## src/rtl/event_counter_pkg.sv

```systemverilog
// constants and types shared by the event counter bank
package event_counter_pkg;

   // ------------------------------------------------------------
   // sizes
   // ------------------------------------------------------------
   localparam int NUM_CNT = 4;
   localparam int CNT_W   = 32;
   localparam int NUM_EVT = 12;
   localparam int NUM_IO  = 4;
   localparam int NUM_TMR = 4;
   localparam int NUM_ACT = 4;
   localparam int NUM_SRC = 1 + NUM_EVT + NUM_IO + NUM_CNT + NUM_TMR + 1
                            + NUM_ACT;
   localparam int IDX_W   = 2;

   // ------------------------------------------------------------
   // register byte offsets
   // ------------------------------------------------------------
   localparam logic [7:0] ADDR_SELECT     = 8'h00;
   localparam logic [7:0] ADDR_CONFIG     = 8'h04;
   localparam logic [7:0] ADDR_TERM       = 8'h08;
   localparam logic [7:0] ADDR_VALUE      = 8'h0C;
   localparam logic [7:0] ADDR_LATCHED    = 8'h10;
   localparam logic [7:0] ADDR_CONTROL    = 8'h14;
   localparam logic [7:0] ADDR_IRQ_STATUS = 8'h18;
   localparam logic [7:0] ADDR_IRQ_MASK   = 8'h1C;

   // ------------------------------------------------------------
   // field positions
   // ------------------------------------------------------------
   localparam int CFG_SRC_LSB  = 0;
   localparam int CFG_EDGE_LSB = 8;
   localparam int CTL_CLEAR    = 0;
   localparam int CTL_ACTIVE   = 0;

   // ------------------------------------------------------------
   // encodings
   // ------------------------------------------------------------
   typedef enum logic [4:0] {
      src_off      = 5'h00,
      src_acq_trig = 5'h01,
      src_io0      = 5'h0D,
      src_cnt_end0 = 5'h11,
      src_timer0   = 5'h15,
      src_tick     = 5'h19,
      src_action0  = 5'h1A
   } src_t;

   typedef enum logic [1:0] {
      edge_up   = 2'h0,
      edge_down = 2'h1,
      edge_both = 2'h2
   } edge_t;

   // ------------------------------------------------------------
   // reset values
   // ------------------------------------------------------------
   localparam logic [CNT_W-1:0]   RST_TERM  = 32'h0000_0000;
   localparam logic [CNT_W-1:0]   RST_VALUE = 32'h0000_0000;
   localparam logic [NUM_CNT-1:0] RST_MASK  = 4'h0;
   localparam logic [IDX_W-1:0]   RST_INDEX = 2'h0;

endpackage

```

## src/rtl/cnt_ctrl_if.sv

```systemverilog
// carrier between the register front end and one counter cell
`timescale 1ns/1ns
interface cnt_ctrl_if;
   import event_counter_pkg::*;
   src_t             src;
   edge_t            edge_sel;
   logic             src_level;
   logic [CNT_W-1:0] term;
   logic             wr_value;
   logic [CNT_W-1:0] wr_data;
   logic             clear;
   logic [CNT_W-1:0] value;
   logic [CNT_W-1:0] latched;
   logic             active;
   logic             done;

   modport ctrl (
      output src, edge_sel, src_level, term, wr_value, wr_data, clear,
      input  value, latched, active, done
   );
   modport cnt (
      input  src, edge_sel, src_level, term, wr_value, wr_data, clear,
      output value, latched, active, done
   );
endinterface

```

## src/rtl/event_counter_cell.sv

```systemverilog
// one counter: edge qualification, count, stop at terminal, clear latch
`timescale 1ns/1ns
module event_counter_cell
   import event_counter_pkg::*;
(
   input  wire logic clk,
   input  wire logic reset_n,
   cnt_ctrl_if.cnt   bus
);

   logic             prev_ff;
   logic [CNT_W-1:0] value_ff;
   logic [CNT_W-1:0] latched_ff;
   logic             active_ff;
   logic             done_ff;
   logic             hit;
   logic [CNT_W-1:0] nxt_value;

   // ------------------------------------------------------------
   // edge qualification
   // ------------------------------------------------------------
   always_ff @(posedge clk or negedge reset_n) begin
      if (!reset_n) begin
         prev_ff <= 1'b0;
      end else begin
         prev_ff <= bus.src_level;
      end
   end

   always_comb begin
      hit = 1'b0;
      case (bus.edge_sel)
         edge_up:   hit = bus.src_level & ~prev_ff;
         edge_down: hit = ~bus.src_level & prev_ff;
         edge_both: hit = bus.src_level ^ prev_ff;
         default:   hit = 1'b0;
      endcase
      if (bus.src == src_off) begin
         hit = 1'b0;
      end
   end

   assign nxt_value = value_ff + 32'h0000_0001;

   // ------------------------------------------------------------
   // value, priority clear over write over count
   // ------------------------------------------------------------
   always_ff @(posedge clk or negedge reset_n) begin
      if (!reset_n) begin
         value_ff   <= RST_VALUE;
         latched_ff <= RST_VALUE;
         active_ff  <= 1'b1;
         done_ff    <= 1'b0;
      end else begin
         done_ff <= 1'b0;
         if (bus.clear) begin
            latched_ff <= value_ff;
            value_ff   <= RST_VALUE;
            active_ff  <= 1'b1;
         end else if (bus.wr_value) begin
            value_ff <= bus.wr_data;
         end else if (hit && active_ff) begin
            value_ff <= nxt_value;
            // zero terminal means free running with wrap
            if (bus.term != RST_TERM && nxt_value == bus.term) begin
               done_ff   <= 1'b1;
               active_ff <= 1'b0;
            end
         end
      end
   end

   assign bus.value   = value_ff;
   assign bus.latched = latched_ff;
   assign bus.active  = active_ff;
   assign bus.done    = done_ff;
endmodule

```

## src/rtl/event_counter_bank.sv

```systemverilog
// wishbone front end, source routing and interrupts of the counter bank
//
// Chosen here: the Wishbone slave port and the address map.
`timescale 1ns/1ns
//
// Overview of operation
// - several counters, config goes to selected index
// - counts only its source; off holds value
// - acquisition and frame events add one each
// - line and exposure timing events add one
// - I/O line transitions counted with edge qualifier
// - counter end usable as source for cascading
// - timer end pulse adds one
// - time base tick adds one, acts as timer
// - broadcast action assertion adds one
// - edge choice rising, falling or both
// - value reset, read or written any time
// - event raised when terminal count reached
// - clear latches value held just before reset
// - terminal count gives done, inactive, stop
// - soft clear resets and resumes counting
module event_counter_bank
   import event_counter_pkg::*;
(
   input  wire logic               clk,
   input  wire logic               reset_n,
   input  wire logic               wb_cyc_i,
   input  wire logic               wb_stb_i,
   input  wire logic               wb_we_i,
   input  wire logic [7:0]         wb_adr_i,
   input  wire logic [3:0]         wb_sel_i,
   input  wire logic [31:0]        wb_dat_i,
   output logic      [31:0]        wb_dat_o,
   output logic                    wb_ack_o,
   input  wire logic [NUM_EVT-1:0] acq_event_in,
   input  wire logic [NUM_IO-1:0]  io_line_in,
   input  wire logic [NUM_TMR-1:0] timer_done_pulse,
   input  wire logic               time_base_tick,
   input  wire logic [NUM_ACT-1:0] action_in,
   output logic      [NUM_CNT-1:0] count_done_event,
   output logic      [NUM_CNT-1:0] counting_indication,
   output logic                    irq
);

   // ------------------------------------------------------------
   // byte lane merge
   // ------------------------------------------------------------
   function automatic logic [31:0] merge_sel(input logic [31:0] old_v,
                                             input logic [31:0] new_v,
                                             input logic [3:0]  sel);
      logic [31:0] r;
      r = old_v;
      for (int b = 0; b < 4; b++) begin
         if (sel[b]) begin
            r[b*8 +: 8] = new_v[b*8 +: 8];
         end
      end
      return r;
   endfunction

   // ------------------------------------------------------------
   // state
   // ------------------------------------------------------------
   logic [IDX_W-1:0]   index_ff;
   src_t               src_ff      [NUM_CNT];
   edge_t              edge_ff     [NUM_CNT];
   logic [CNT_W-1:0]   term_ff     [NUM_CNT];
   logic [NUM_CNT-1:0] irq_status_ff;
   logic [NUM_CNT-1:0] irq_mask_ff;
   logic               ack_ff;
   logic [31:0]        rdata_ff;
   logic [NUM_IO-1:0]  io_s1_ff;
   logic [NUM_IO-1:0]  io_s2_ff;
   logic [NUM_IO-1:0]  io_s3_ff;
   logic [NUM_IO-1:0]  io_filt_ff;

   logic               bus_req;
   logic               wr_stb;
   logic [NUM_CNT-1:0] cnt_done;
   logic [NUM_CNT-1:0] cnt_active;
   logic [CNT_W-1:0]   cnt_value   [NUM_CNT];
   logic [CNT_W-1:0]   cnt_latched [NUM_CNT];
   logic [NUM_SRC-1:0] src_vec;
   logic [31:0]        cfg_word;
   logic [31:0]        cfg_new;
   logic [31:0]        rd_mux;

   assign bus_req = wb_cyc_i & wb_stb_i & ~ack_ff;
   assign wr_stb  = bus_req & wb_we_i;

   // ------------------------------------------------------------
   // I/O line synchroniser and filter
   // ------------------------------------------------------------
   // a level moves only when stages two and three agree, so a single
   // sampled glitch on a pin is never counted
   always_ff @(posedge clk or negedge reset_n) begin
      if (!reset_n) begin
         io_s1_ff   <= '0;
         io_s2_ff   <= '0;
         io_s3_ff   <= '0;
         io_filt_ff <= '0;
      end else begin
         io_s1_ff <= io_line_in;
         io_s2_ff <= io_s1_ff;
         io_s3_ff <= io_s2_ff;
         for (int i = 0; i < NUM_IO; i++) begin
            if (io_s2_ff[i] == io_s3_ff[i]) begin
               io_filt_ff[i] <= io_s3_ff[i];
            end
         end
      end
   end

   // ------------------------------------------------------------
   // source vector, bit position equals source code
   // ------------------------------------------------------------
   assign src_vec = {action_in,
                     time_base_tick,
                     timer_done_pulse,
                     cnt_done,
                     io_filt_ff,
                     acq_event_in,
                     1'b0};

   // ------------------------------------------------------------
   // counter cells
   // ------------------------------------------------------------
   for (genvar n = 0; n < NUM_CNT; n++) begin : g_cnt
      cnt_ctrl_if cif ();

      assign cif.src       = src_ff[n];
      assign cif.edge_sel  = edge_ff[n];
      assign cif.term      = term_ff[n];
      assign cif.src_level = (int'(src_ff[n]) < NUM_SRC) ?
                             src_vec[src_ff[n]] : 1'b0;
      assign cif.wr_value  = wr_stb && wb_adr_i == ADDR_VALUE &&
                             index_ff == IDX_W'(n);
      assign cif.wr_data   = merge_sel(cif.value, wb_dat_i, wb_sel_i);
      assign cif.clear     = wr_stb && wb_adr_i == ADDR_CONTROL &&
                             wb_sel_i[0] && wb_dat_i[CTL_CLEAR] &&
                             index_ff == IDX_W'(n);
      assign cnt_done[n]    = cif.done;
      assign cnt_active[n]  = cif.active;
      assign cnt_value[n]   = cif.value;
      assign cnt_latched[n] = cif.latched;

      event_counter_cell u_cell (
         .clk     (clk),
         .reset_n (reset_n),
         .bus     (cif.cnt)
      );
   end

   assign count_done_event    = cnt_done;
   assign counting_indication = cnt_active;

   // ------------------------------------------------------------
   // selector and per counter configuration
   // ------------------------------------------------------------
   assign cfg_word = {22'h00_0000, edge_ff[index_ff], 3'h0,
                      src_ff[index_ff]};
   assign cfg_new  = merge_sel(cfg_word, wb_dat_i, wb_sel_i);

   always_ff @(posedge clk or negedge reset_n) begin
      if (!reset_n) begin
         index_ff <= RST_INDEX;
      end else if (wr_stb && wb_adr_i == ADDR_SELECT && wb_sel_i[0]) begin
         index_ff <= wb_dat_i[IDX_W-1:0];
      end
   end

   always_ff @(posedge clk or negedge reset_n) begin
      if (!reset_n) begin
         for (int i = 0; i < NUM_CNT; i++) begin
            src_ff[i]  <= src_off;
            edge_ff[i] <= edge_up;
            term_ff[i] <= RST_TERM;
         end
      end else if (wr_stb) begin
         if (wb_adr_i == ADDR_CONFIG) begin
            src_ff[index_ff]  <= src_t'(cfg_new[CFG_SRC_LSB +: 5]);
            edge_ff[index_ff] <= edge_t'(cfg_new[CFG_EDGE_LSB +: 2]);
         end
         if (wb_adr_i == ADDR_TERM) begin
            term_ff[index_ff] <= merge_sel(term_ff[index_ff], wb_dat_i,
                                           wb_sel_i);
         end
      end
   end

   // ------------------------------------------------------------
   // interrupts
   // ------------------------------------------------------------
   // a done pulse in the same cycle as a write-one clear wins
   always_ff @(posedge clk or negedge reset_n) begin
      if (!reset_n) begin
         irq_status_ff <= '0;
         irq_mask_ff   <= RST_MASK;
      end else begin
         if (wr_stb && wb_adr_i == ADDR_IRQ_STATUS && wb_sel_i[0]) begin
            irq_status_ff <= (irq_status_ff & ~wb_dat_i[NUM_CNT-1:0])
                             | cnt_done;
         end else begin
            irq_status_ff <= irq_status_ff | cnt_done;
         end
         if (wr_stb && wb_adr_i == ADDR_IRQ_MASK && wb_sel_i[0]) begin
            irq_mask_ff <= wb_dat_i[NUM_CNT-1:0];
         end
      end
   end

   assign irq = |(irq_status_ff & irq_mask_ff);

   // ------------------------------------------------------------
   // read mux and acknowledge
   // ------------------------------------------------------------
   always_comb begin
      rd_mux = 32'h0000_0000;
      case (wb_adr_i)
         ADDR_SELECT:     rd_mux[IDX_W-1:0] = index_ff;
         ADDR_CONFIG:     rd_mux = cfg_word;
         ADDR_TERM:       rd_mux = term_ff[index_ff];
         ADDR_VALUE:      rd_mux = cnt_value[index_ff];
         ADDR_LATCHED:    rd_mux = cnt_latched[index_ff];
         ADDR_CONTROL:    rd_mux[CTL_ACTIVE] = cnt_active[index_ff];
         ADDR_IRQ_STATUS: rd_mux[NUM_CNT-1:0] = irq_status_ff;
         ADDR_IRQ_MASK:   rd_mux[NUM_CNT-1:0] = irq_mask_ff;
         default:         rd_mux = 32'h0000_0000;
      endcase
   end

   // every address answers; unmapped reads return zero
   always_ff @(posedge clk or negedge reset_n) begin
      if (!reset_n) begin
         ack_ff   <= 1'b0;
         rdata_ff <= 32'h0000_0000;
      end else begin
         ack_ff <= bus_req;
         if (bus_req && !wb_we_i) begin
            rdata_ff <= rd_mux;
         end
      end
   end

   assign wb_ack_o = ack_ff;
   assign wb_dat_o = rdata_ff;
endmodule

```

## config.mk

```make
export PLATFORM = sky130hd
export DESIGN_NAME = event_counter_bank
export DESIGN_NICKNAME = d
export VERILOG_FILES = /design/src/rtl/event_counter_pkg.sv /design/src/rtl/cnt_ctrl_if.sv /design/src/rtl/event_counter_cell.sv /design/src/rtl/event_counter_bank.sv
export SDC_FILE = /design/constraint.sdc
export NUM_CORES = 1
export LEC_CHECK = 0
export ABC_AREA = 1
export BUFFER_PORTS_ARGS = -buffer_cell sky130_fd_sc_hd__buf_2
export CORE_MARGIN = 4
export CORE_UTILIZATION = 49
export DETAILED_ROUTE_END_ITERATION = 8
export PLACE_DENSITY_LB_ADDON = 0.2
export SYNTH_ARGS = -nofsm -noshare
export SYNTH_HDL_FRONTEND = slang
export SYNTH_SLANG_ARGS = --single-unit
```

## constraint.sdc

```tcl
create_clock -name clk -period 3.2 [get_ports clk]
set_input_delay 0.48 -clock clk [delete_from_list [all_inputs] [get_ports clk]]
set_output_delay 0.48 -clock clk [all_outputs]
set_load 0.02 [all_outputs]
```

==> reports/results.ini, run 1 <==
[global_routing]
antenna_found_initial = 1
grt_pass1_vias = 29800
grt.overflow.total = 0
grt_usage = 0.408
grt_max_degree = 74
grt_pass1_wl_mm = 200

[floorplan]
coreArea_um2 = 60800
die_h_um = 257
start_util = 0.498
std_cell_rows = 90
io_pins = 116
die_x_um = 257
die_area_um2 = 65800

[cells_and_area]
area_delta_synth_final_pct = 15.0
layout.nets = 4661
mostFrequentLayoutCell = nand2_1
drive_gt1_frac = 0.110
final_cell_mix = 1410 x nand2_1, 495 x o21ai_0, 478 x dfrtp_1
fin_area_um2 = 34800

[sta]
setup_ws_ns = 0.123
slew_viol_final = 0
tightest_slew_ns = 1.03
max_freq_mhz = 325
timing.final.crit_share = 0.961
final.setup_skew_ns = 0.0288
finalSetupViolations = 0
relSlewSlack = 0.307
hold_viol_final = 0
period_minus_slack_ns = 3.08
final.setup.tns_ns = 0

[pwr]
total_power_w = 0.0147
ir_drop_mv = 0.391
leakage_nw = 17.4
powerDensity_nw_per_um2 = 423

[setup_path]
reg2reg_to = g_cnt[1].u_cell.bus.active$_DFFE_PN1P_
endpoint = g_cnt[1].u_cell.bus.active$_DFFE_PN1P_
cp_max_fo = 6
start_kind = register
critPathMaxStageDelay_ns = 0.39
cp_num_buf_inv = 3
crit_top_cell = nand2_1
crit_family = simple AND/OR/NAND/NOR gates
r2r_setup_slack_ns = 0.12
critPathRequiredTime_ns = 3.74
crit_chain = inv_1, buf_4, a21oi_1, o21ai_0, nand3_1, and3_1, o21ai_0, nand2_1, inv_1, ha_1, o21ai_0, nor2_1, nand3_2, nor2_2, nand2_1, nor2_1, nand3b_1, nor2_1, nand4_1, nand2_1, nand2_1
crit_type = reg -> reg
end_kind = register
cp.arrival_ns = 3.61
r2r_start = g_cnt[1].cif.src[1]$_DFFE_PN0P_
path_depth = 21
startpoint = g_cnt[1].cif.src[1]$_DFFE_PN0P_
crit_path_top_delay_cell = dfrtp_1
reg2reg_depth = 21

[routing]
via_count = 33000
wl_per_cell_um = 25.7
firstDrtPassIters = 6
route.detailed.drc = 0
ant_nets = 0
first_iter_violations = 5239
wirelength_mm = 139
vias_per_cell = 6.10

[min_path]
holdCritPathClass = in -> reg

[clocking]
htreeDepth = 2
cts_tree = yes
clk_pin_slew_worst_paths_ns = 0.06
clock-sinks = 483
clk_path_buf_depth = 3
cts_buffers = 54
clockRootBuffer = clkbuf_16
clk_latency_ns = 0.63

[synthesis]
ys_types = 57
avgSynthCellArea_um2 = 6.89
yosysWarnings = 0
synth_seq_cells = 483
syn_nets = 4482
syn_inst = 4396
syn_area_um2 = 30300
seq_area_frac_synth = 0.399

[placement]
hpwlAfterDp_mm = 110
post-place-ws_ns = -0.0301
dpl-instance-area_um2 = 32600
port_buffers = 115
place_congestion = 1.08

[flow_run]
maxCapViolations = 0

[run_status]
status = finished, final reports clean

-- flip-flops by register name (all words and copies together), names as in the netlist --
register,flops
g_cnt.u_cell.bus.active,4
g_cnt.cif.edge_sel,8
wb_dat_o,32
io_s2_ff,4
g_cnt.u_cell.bus.value,128
g_cnt.cif.src,20
io_filt_ff,4
irq_mask_ff,4
index_ff,2
g_cnt.u_cell.bus.done,4
g_cnt.u_cell.bus.latched,128
g_cnt.u_cell.prev_ff,4
irq_status_ff,4
io_s3_ff,4
wb_ack_o,1
io_s1_ff,4
g_cnt.cif.term,128
-- power breakdown --
group          total, W  switching (W)  internal (W)
Combinational   0.00151        0.00110      0.000417
Clock           0.00690        0.00281       0.00410
Sequential      0.00632       0.000110       0.00621
-- final cells by class --
class / count / area (um2)
antenna: 3 / 7.51
tap: 782 / 978
multi-input combinational: 3289 / 15900
sequential: 483 / 12100
inverter: 440 / 1670
clock buffer: 74 / 1590
timing repair inverter: 2 / 10.0
clock inverter: 24 / 334
fill: 5940 / 26000
timing repair buffer: 305 / 2280
-- metal layers --
| metal | routed length, um | GRT usage | up-vias |
|---|---|---|---|
| met2 | 54100 | 0.551 | 2148 |
| met5 | 13 | 0 | - |
| li1 | - | - | 15000 |
| met4 | 5630 | 0.139 | 2 |
| met3 | 21000 | 0.146 | 289 |
| met1 | 58100 | 0.603 | 15500 |
-- kinds of logic (layout without fill, tap and decap cells) --
family / Yosys count / count (layout) / synth area share
AND/OR/NAND/NOR: 2236 / 2236 / 0.304
AO/OA/AOI/OAI: 987 / 988 / 0.190
buffers and inverters: 625 / 845 / 0.0824
flip-flops: 483 / 483 / 0.399
XOR/XNOR: 45 / 45 / 0.0167
adder cells (fa/ha/maj): 16 / 16 / 0.00628
multiplexers: 4 / 4 / 0.00145
other: 0 / 3 / 0
-- Yosys cell counts, drive strengths merged --
cell type | n | area [um2]
nand2 | 1425 | 5380
o21ai | 556 | 2810
dfrtp | 479 | 12000
inv | 433 | 1630
nor2 | 430 | 1720
nand3 | 255 | 1300
o22ai | 142 | 888
clkbuf | 103 | 387
a21oi | 91 | 489
buf | 82 | 453
a22oi | 71 | 533
nand4 | 64 | 400
a221oi | 37 | 330
nor3 | 35 | 180
xor2 | 34 | 298
a31oi | 20 | 125
o211ai | 16 | 120
a41oi | 14 | 123
o221ai | 14 | 123
ha | 12 | 150
o2111ai | 12 | 105
and2 | 9 | 56.3
nand3b | 8 | 72.6
xnor3 | 8 | 180
clkinv | 7 | 27.5
a22o | 5 | 43.8
nor3b | 5 | 37.5
dfstp | 4 | 105
maj3 | 4 | 40.0
a211oi | 3 | 22.5
and3 | 3 | 23.8
mux2 | 3 | 33.8
o311ai | 3 | 26.3
xnor2 | 3 | 26.3
a32oi | 2 | 17.5
nor4 | 2 | 12.5
mux2i | 1 | 10.0
o31ai | 1 | 7.51
-- how the worst min path moves through the flow --
stage,from,end,slack [ns],cells past startpoint
after floorplan,reset_n,g_cnt[0].cif.edge_sel[0]$_DFFE_PN0P_,0.18,0
after global placement,io_s1_ff[1]$_DFF_PN0_,io_s2_ff[1]$_DFF_PN0_,0.33,0
after detailed placement,io_s1_ff[3]$_DFF_PN0_,io_s2_ff[3]$_DFF_PN0_,0.34,0
after CTS,wb_dat_i[28],g_cnt[3].u_cell.bus.value[28]$_DFFE_PN0P_,0.17,3
after global routing,wb_cyc_i,wb_ack_o$_DFF_PN0_,0.20,3
final,wb_dat_i[28],g_cnt[3].u_cell.bus.value[28]$_DFFE_PN0P_,0.19,3
-- metrics by stage --
| step | hold WS (ns) | utilization | instances |
|---|---|---|---|
| floorplan | 0.184 | - | 4396 |
| global placement | 0.333 | 0.537 | 5285 |
| detailed placement | 0.339 | 0.537 | 5285 |
| CTS | 0.173 | 0.569 | 5391 |
| global route | 0.195 | 0.572 | 5399 |
| finish | 0.191 | 0.573 | 5402 |
-- repair_timing --
item | in CTS | in global routing
endpoints found under the hold margin | 69 | 0
hold buffers | 5 | 0
buffers inserted | 2 | 6
cloned | 1 | 2
endpoints found under the setup margin | 2 | 129
gates resized for setup | 3 | 45
pin swaps | 0 | 8
-- worst reg2reg max path: cells and delay by family (launching register included) --
kind,cells,cell delay [ns]
buffers and inverters,3,0.48
flip-flops,1,0.39
adder cells (fa/ha/maj),1,0.14
AO/OA/AOI/OAI,4,0.40
AND/OR/NAND/NOR,13,1.60
(Power assumes the default switching activity.)
==> run 2: changes to the inputs <==
SETUP_SLACK_MARGIN = 0.5   (was unset)
==> reports/results.ini, run 2 (same netlist as run 1, synthesis figures left out) <==
[run_status]
status = finished, final reports clean

[sta]
timing.final.crit_share = 0.970  ; +0.00898
rsz0062_at_grt = yes
slew_viol_final = 0  ; unchanged
relSlewSlack = 0.317  ; +0.0106
max_freq_mhz = 322  ; -0.93%
finalSetupViolations = 0  ; unchanged
tightest_slew_ns = 1.01  ; -0.0158 ns
period_minus_slack_ns = 3.11  ; +0.0288 ns
final.setup_skew_ns = 0.0335  ; +0.00473 ns
final.setup.tns_ns = 0  ; unchanged
setup_ws_ns = 0.0945  ; -0.0288 ns
hold_viol_final = 0  ; unchanged

[pwr]
ir_drop_mv = 0.481  ; +23%
powerDensity_nw_per_um2 = 398  ; -5.9%
seqPwrFrac = 0.437  ; +0.008
p_switching_w = 0.00404  ; +0.63%
p_int_w = 0.0105  ; -2.5%
leakage_nw = 17.8  ; +2.5%
swShare = 0.279  ; +0.00640
combPwrFrac = 0.109  ; +0.006
pwr-share-clk = 0.454  ; -0.014

[placement]
post-place-ws_ns = -0.182  ; -0.151 ns
place_congestion = 1.07  ; -0.82%
port_buffers = 115  ; unchanged
hpwlAfterDp_mm = 111  ; +0.72%

[cells_and_area]
nFillCells = 5859  ; -1.4%
drive_gt1_frac = 0.159  ; +0.0486
ff_latch_area_um2 = 12100  ; about the same
area_delta_synth_final_pct = 20.1
layout.nets = 4708  ; +1.0%
multi_input_area_um2 = 16800  ; +6.3%
mostFrequentLayoutCell = nand2_1
final_cell_mix = 1371 x nand2_1, 477 x dfrtp_1, 402 x inv_1

[floorplan]
die_x_um = 257  ; unchanged
io_pins = 116  ; unchanged
coreArea_um2 = 60800  ; unchanged
start_util = 0.498  ; unchanged
std_cell_rows = 90  ; unchanged
die_h_um = 257  ; unchanged
die_area_um2 = 65800  ; unchanged

[global_routing]
grt_max_degree = 86  ; +16%
grt_pass1_vias = 30000  ; +0.67%
grt_pass1_wl_mm = 202  ; +1.2%
antenna_found_initial = 1  ; unchanged
grt.overflow.total = 0  ; unchanged
grt_usage = 0.414  ; +0.00655

[clocking]
clk_path_buf_depth = 3  ; unchanged
clk_latency_ns = 0.64  ; about the same
htreeDepth = 2  ; unchanged
cts_tree = yes
cts_buffers = 54  ; unchanged
clock-sinks = 483  ; unchanged
clk_pin_slew_worst_paths_ns = 0.07  ; about the same
clockRootBuffer = clkbuf_16

[routing]
firstDrtPassIters = 8  ; +2
ant_nets = 0  ; unchanged
route.detailed.drc = 0  ; unchanged
wirelength_mm = 142  ; +2.3%
wl_per_cell_um = 26.1  ; +1.4%
vias_per_cell = 6.12  ; +0.26%
first_iter_violations = 4842  ; -7.6%
via_count = 33300  ; +1.1%

[min_path]
worstHoldEndpoint = wb_ack_o$_DFF_PN0_
hold_start = wb_cyc_i
whs_path_depth = 3  ; unchanged
holdCritPathClass = in -> reg

[setup_path]
r2r_start = g_cnt[1].cif.src[0]$_DFFE_PN0P_
start_kind = register
reg2reg_depth = 20  ; -4.8%
critPathRequiredTime_ns = 3.71  ; -0.03 ns
cp.arrival_ns = 3.61  ; about the same
r2r_setup_slack_ns = 0.09  ; -0.03 ns
end_kind = register
cp_max_fo = 8  ; +2
crit_type = reg -> reg
reg2reg_to = g_cnt[1].u_cell.bus.value[20]$_DFFE_PN0P_

[flow_run]
maxCapViolations = 0  ; unchanged

## run 2: cell count changes in the layout (fill, tap and decap cells not counted), sizes merged
cell / previous run / this run
buf: 300 / 339
bufbuf: 0 / 1
bufinv: 8 / 4
clkbuf: 74 / 75
clkinv: 15 / 29
clkinvlp: 9 / 12
diode: 3 / 1
inv: 434 / 428
o21ai: 557 / 558
## run 2: final cells by class
| class | count | area share |
|---|---|---|
| Sequential cell | 483 | 0.333 |
| Antenna cell | 1 | 0.0000688 |
| Tap cell | 782 | 0.0269 |
| Clock buffer | 74 | 0.0439 |
| Timing Repair inverter | 7 | 0.00138 |
| Timing Repair Buffer | 346 | 0.0772 |
| Multi-Input combinational cell | 3290 | 0.463 |
| Inverter | 440 | 0.0477 |
| Clock inverter | 26 | 0.00695 |
## run 2: timing repair
item,CTS,global route
gates resized for setup,198,233
gates cloned,9,3
setup buffers,34,11
setup endpoints to repair,139,176
hold endpoints to repair,57,0
hold buffers,5,0
pin swaps,54,73
## run 2: per-stage QoR
step | cell area (um2) | hold WS (ns) | utilization | power [W] | std cells
finish | 36400 | 0.171 | 0.598 | 0.0145 | 5449
global route | 36400 | 0.187 | 0.598 | 0.0149 | 5448
CTS | 35500 | 0.159 | 0.583 | 0.0144 | 5434
detailed placement | 32600 | 0.336 | 0.536 | 0.00788 | 5286
global placement | 32600 | 0.333 | 0.536 | 0.00789 | 5286
floorplan | 30300 | 0.184 | - | 0.00707 | 4396
## run 2: worst max-delay path: stages, from the launching register on
cell and delay, ns:
dfrtp_1 0.40, clkinvlp_4 0.21, buf_4 0.19, o21ai_0 0.15, o22ai_1 0.12, nor2_1 0.12
o22ai_1 0.10, nand2_1 0.08, nand2_2 0.07, buf_6 0.13, ha_4 0.16, nor3_4 0.12
nor2_2 0.06, nand3_2 0.11, buf_6 0.12, buf_6 0.11, nand3_4 0.14, o21ai_4 0.16
clkinvlp_4 0.27, nand2_1 0.11, o21ai_1 0.07
## run 2: metal layers
layer	share of wire	vias to the layer above	GRT usage
li1	-	15100	-
met1	0.42	15800	0.609
met2	0.39	2180	0.559
met3	0.15	277	0.151
met4	0.042	2	0.145
met5	0.000091	-	0
## run 2: worst max path at each step
stage	from	to	slack [ns]	depth (start not counted)
5_1_grt	g_cnt[1].cif.src[0]$_DFFE_PN0P_	g_cnt[1].u_cell.bus.active$_DFFE_PN1P_	-0.03	24
6_report	g_cnt[1].cif.src[0]$_DFFE_PN0P_	g_cnt[1].u_cell.bus.value[20]$_DFFE_PN0P_	0.09	20
3_3_place_gp	time_base_tick	g_cnt[1].u_cell.bus.done$_DFF_PN0_	-0.19	23
2_1_floorplan	g_cnt[0].cif.src[0]$_DFFE_PN0P_	g_cnt[0].u_cell.bus.done$_DFF_PN0_	0.52	19
3_5_place_dp	time_base_tick	g_cnt[1].u_cell.bus.done$_DFF_PN0_	-0.18	23
4_1_cts	g_cnt[1].cif.src[0]$_DFFE_PN0P_	g_cnt[1].u_cell.bus.done$_DFF_PN0_	0.19	22
## run 2: power by group through the flow
stage | Combinational [W] | Clock [W] | Sequential, W
finish | 0.00159 | 0.00658 | 0.00633
global route | 0.00167 | 0.00687 | 0.00633
CTS | 0.00148 | 0.00661 | 0.00632
detailed placement | 0.00145 | 0 | 0.00643
global placement | 0.00146 | 0 | 0.00643
floorplan | 0.000602 | 0 | 0.00647
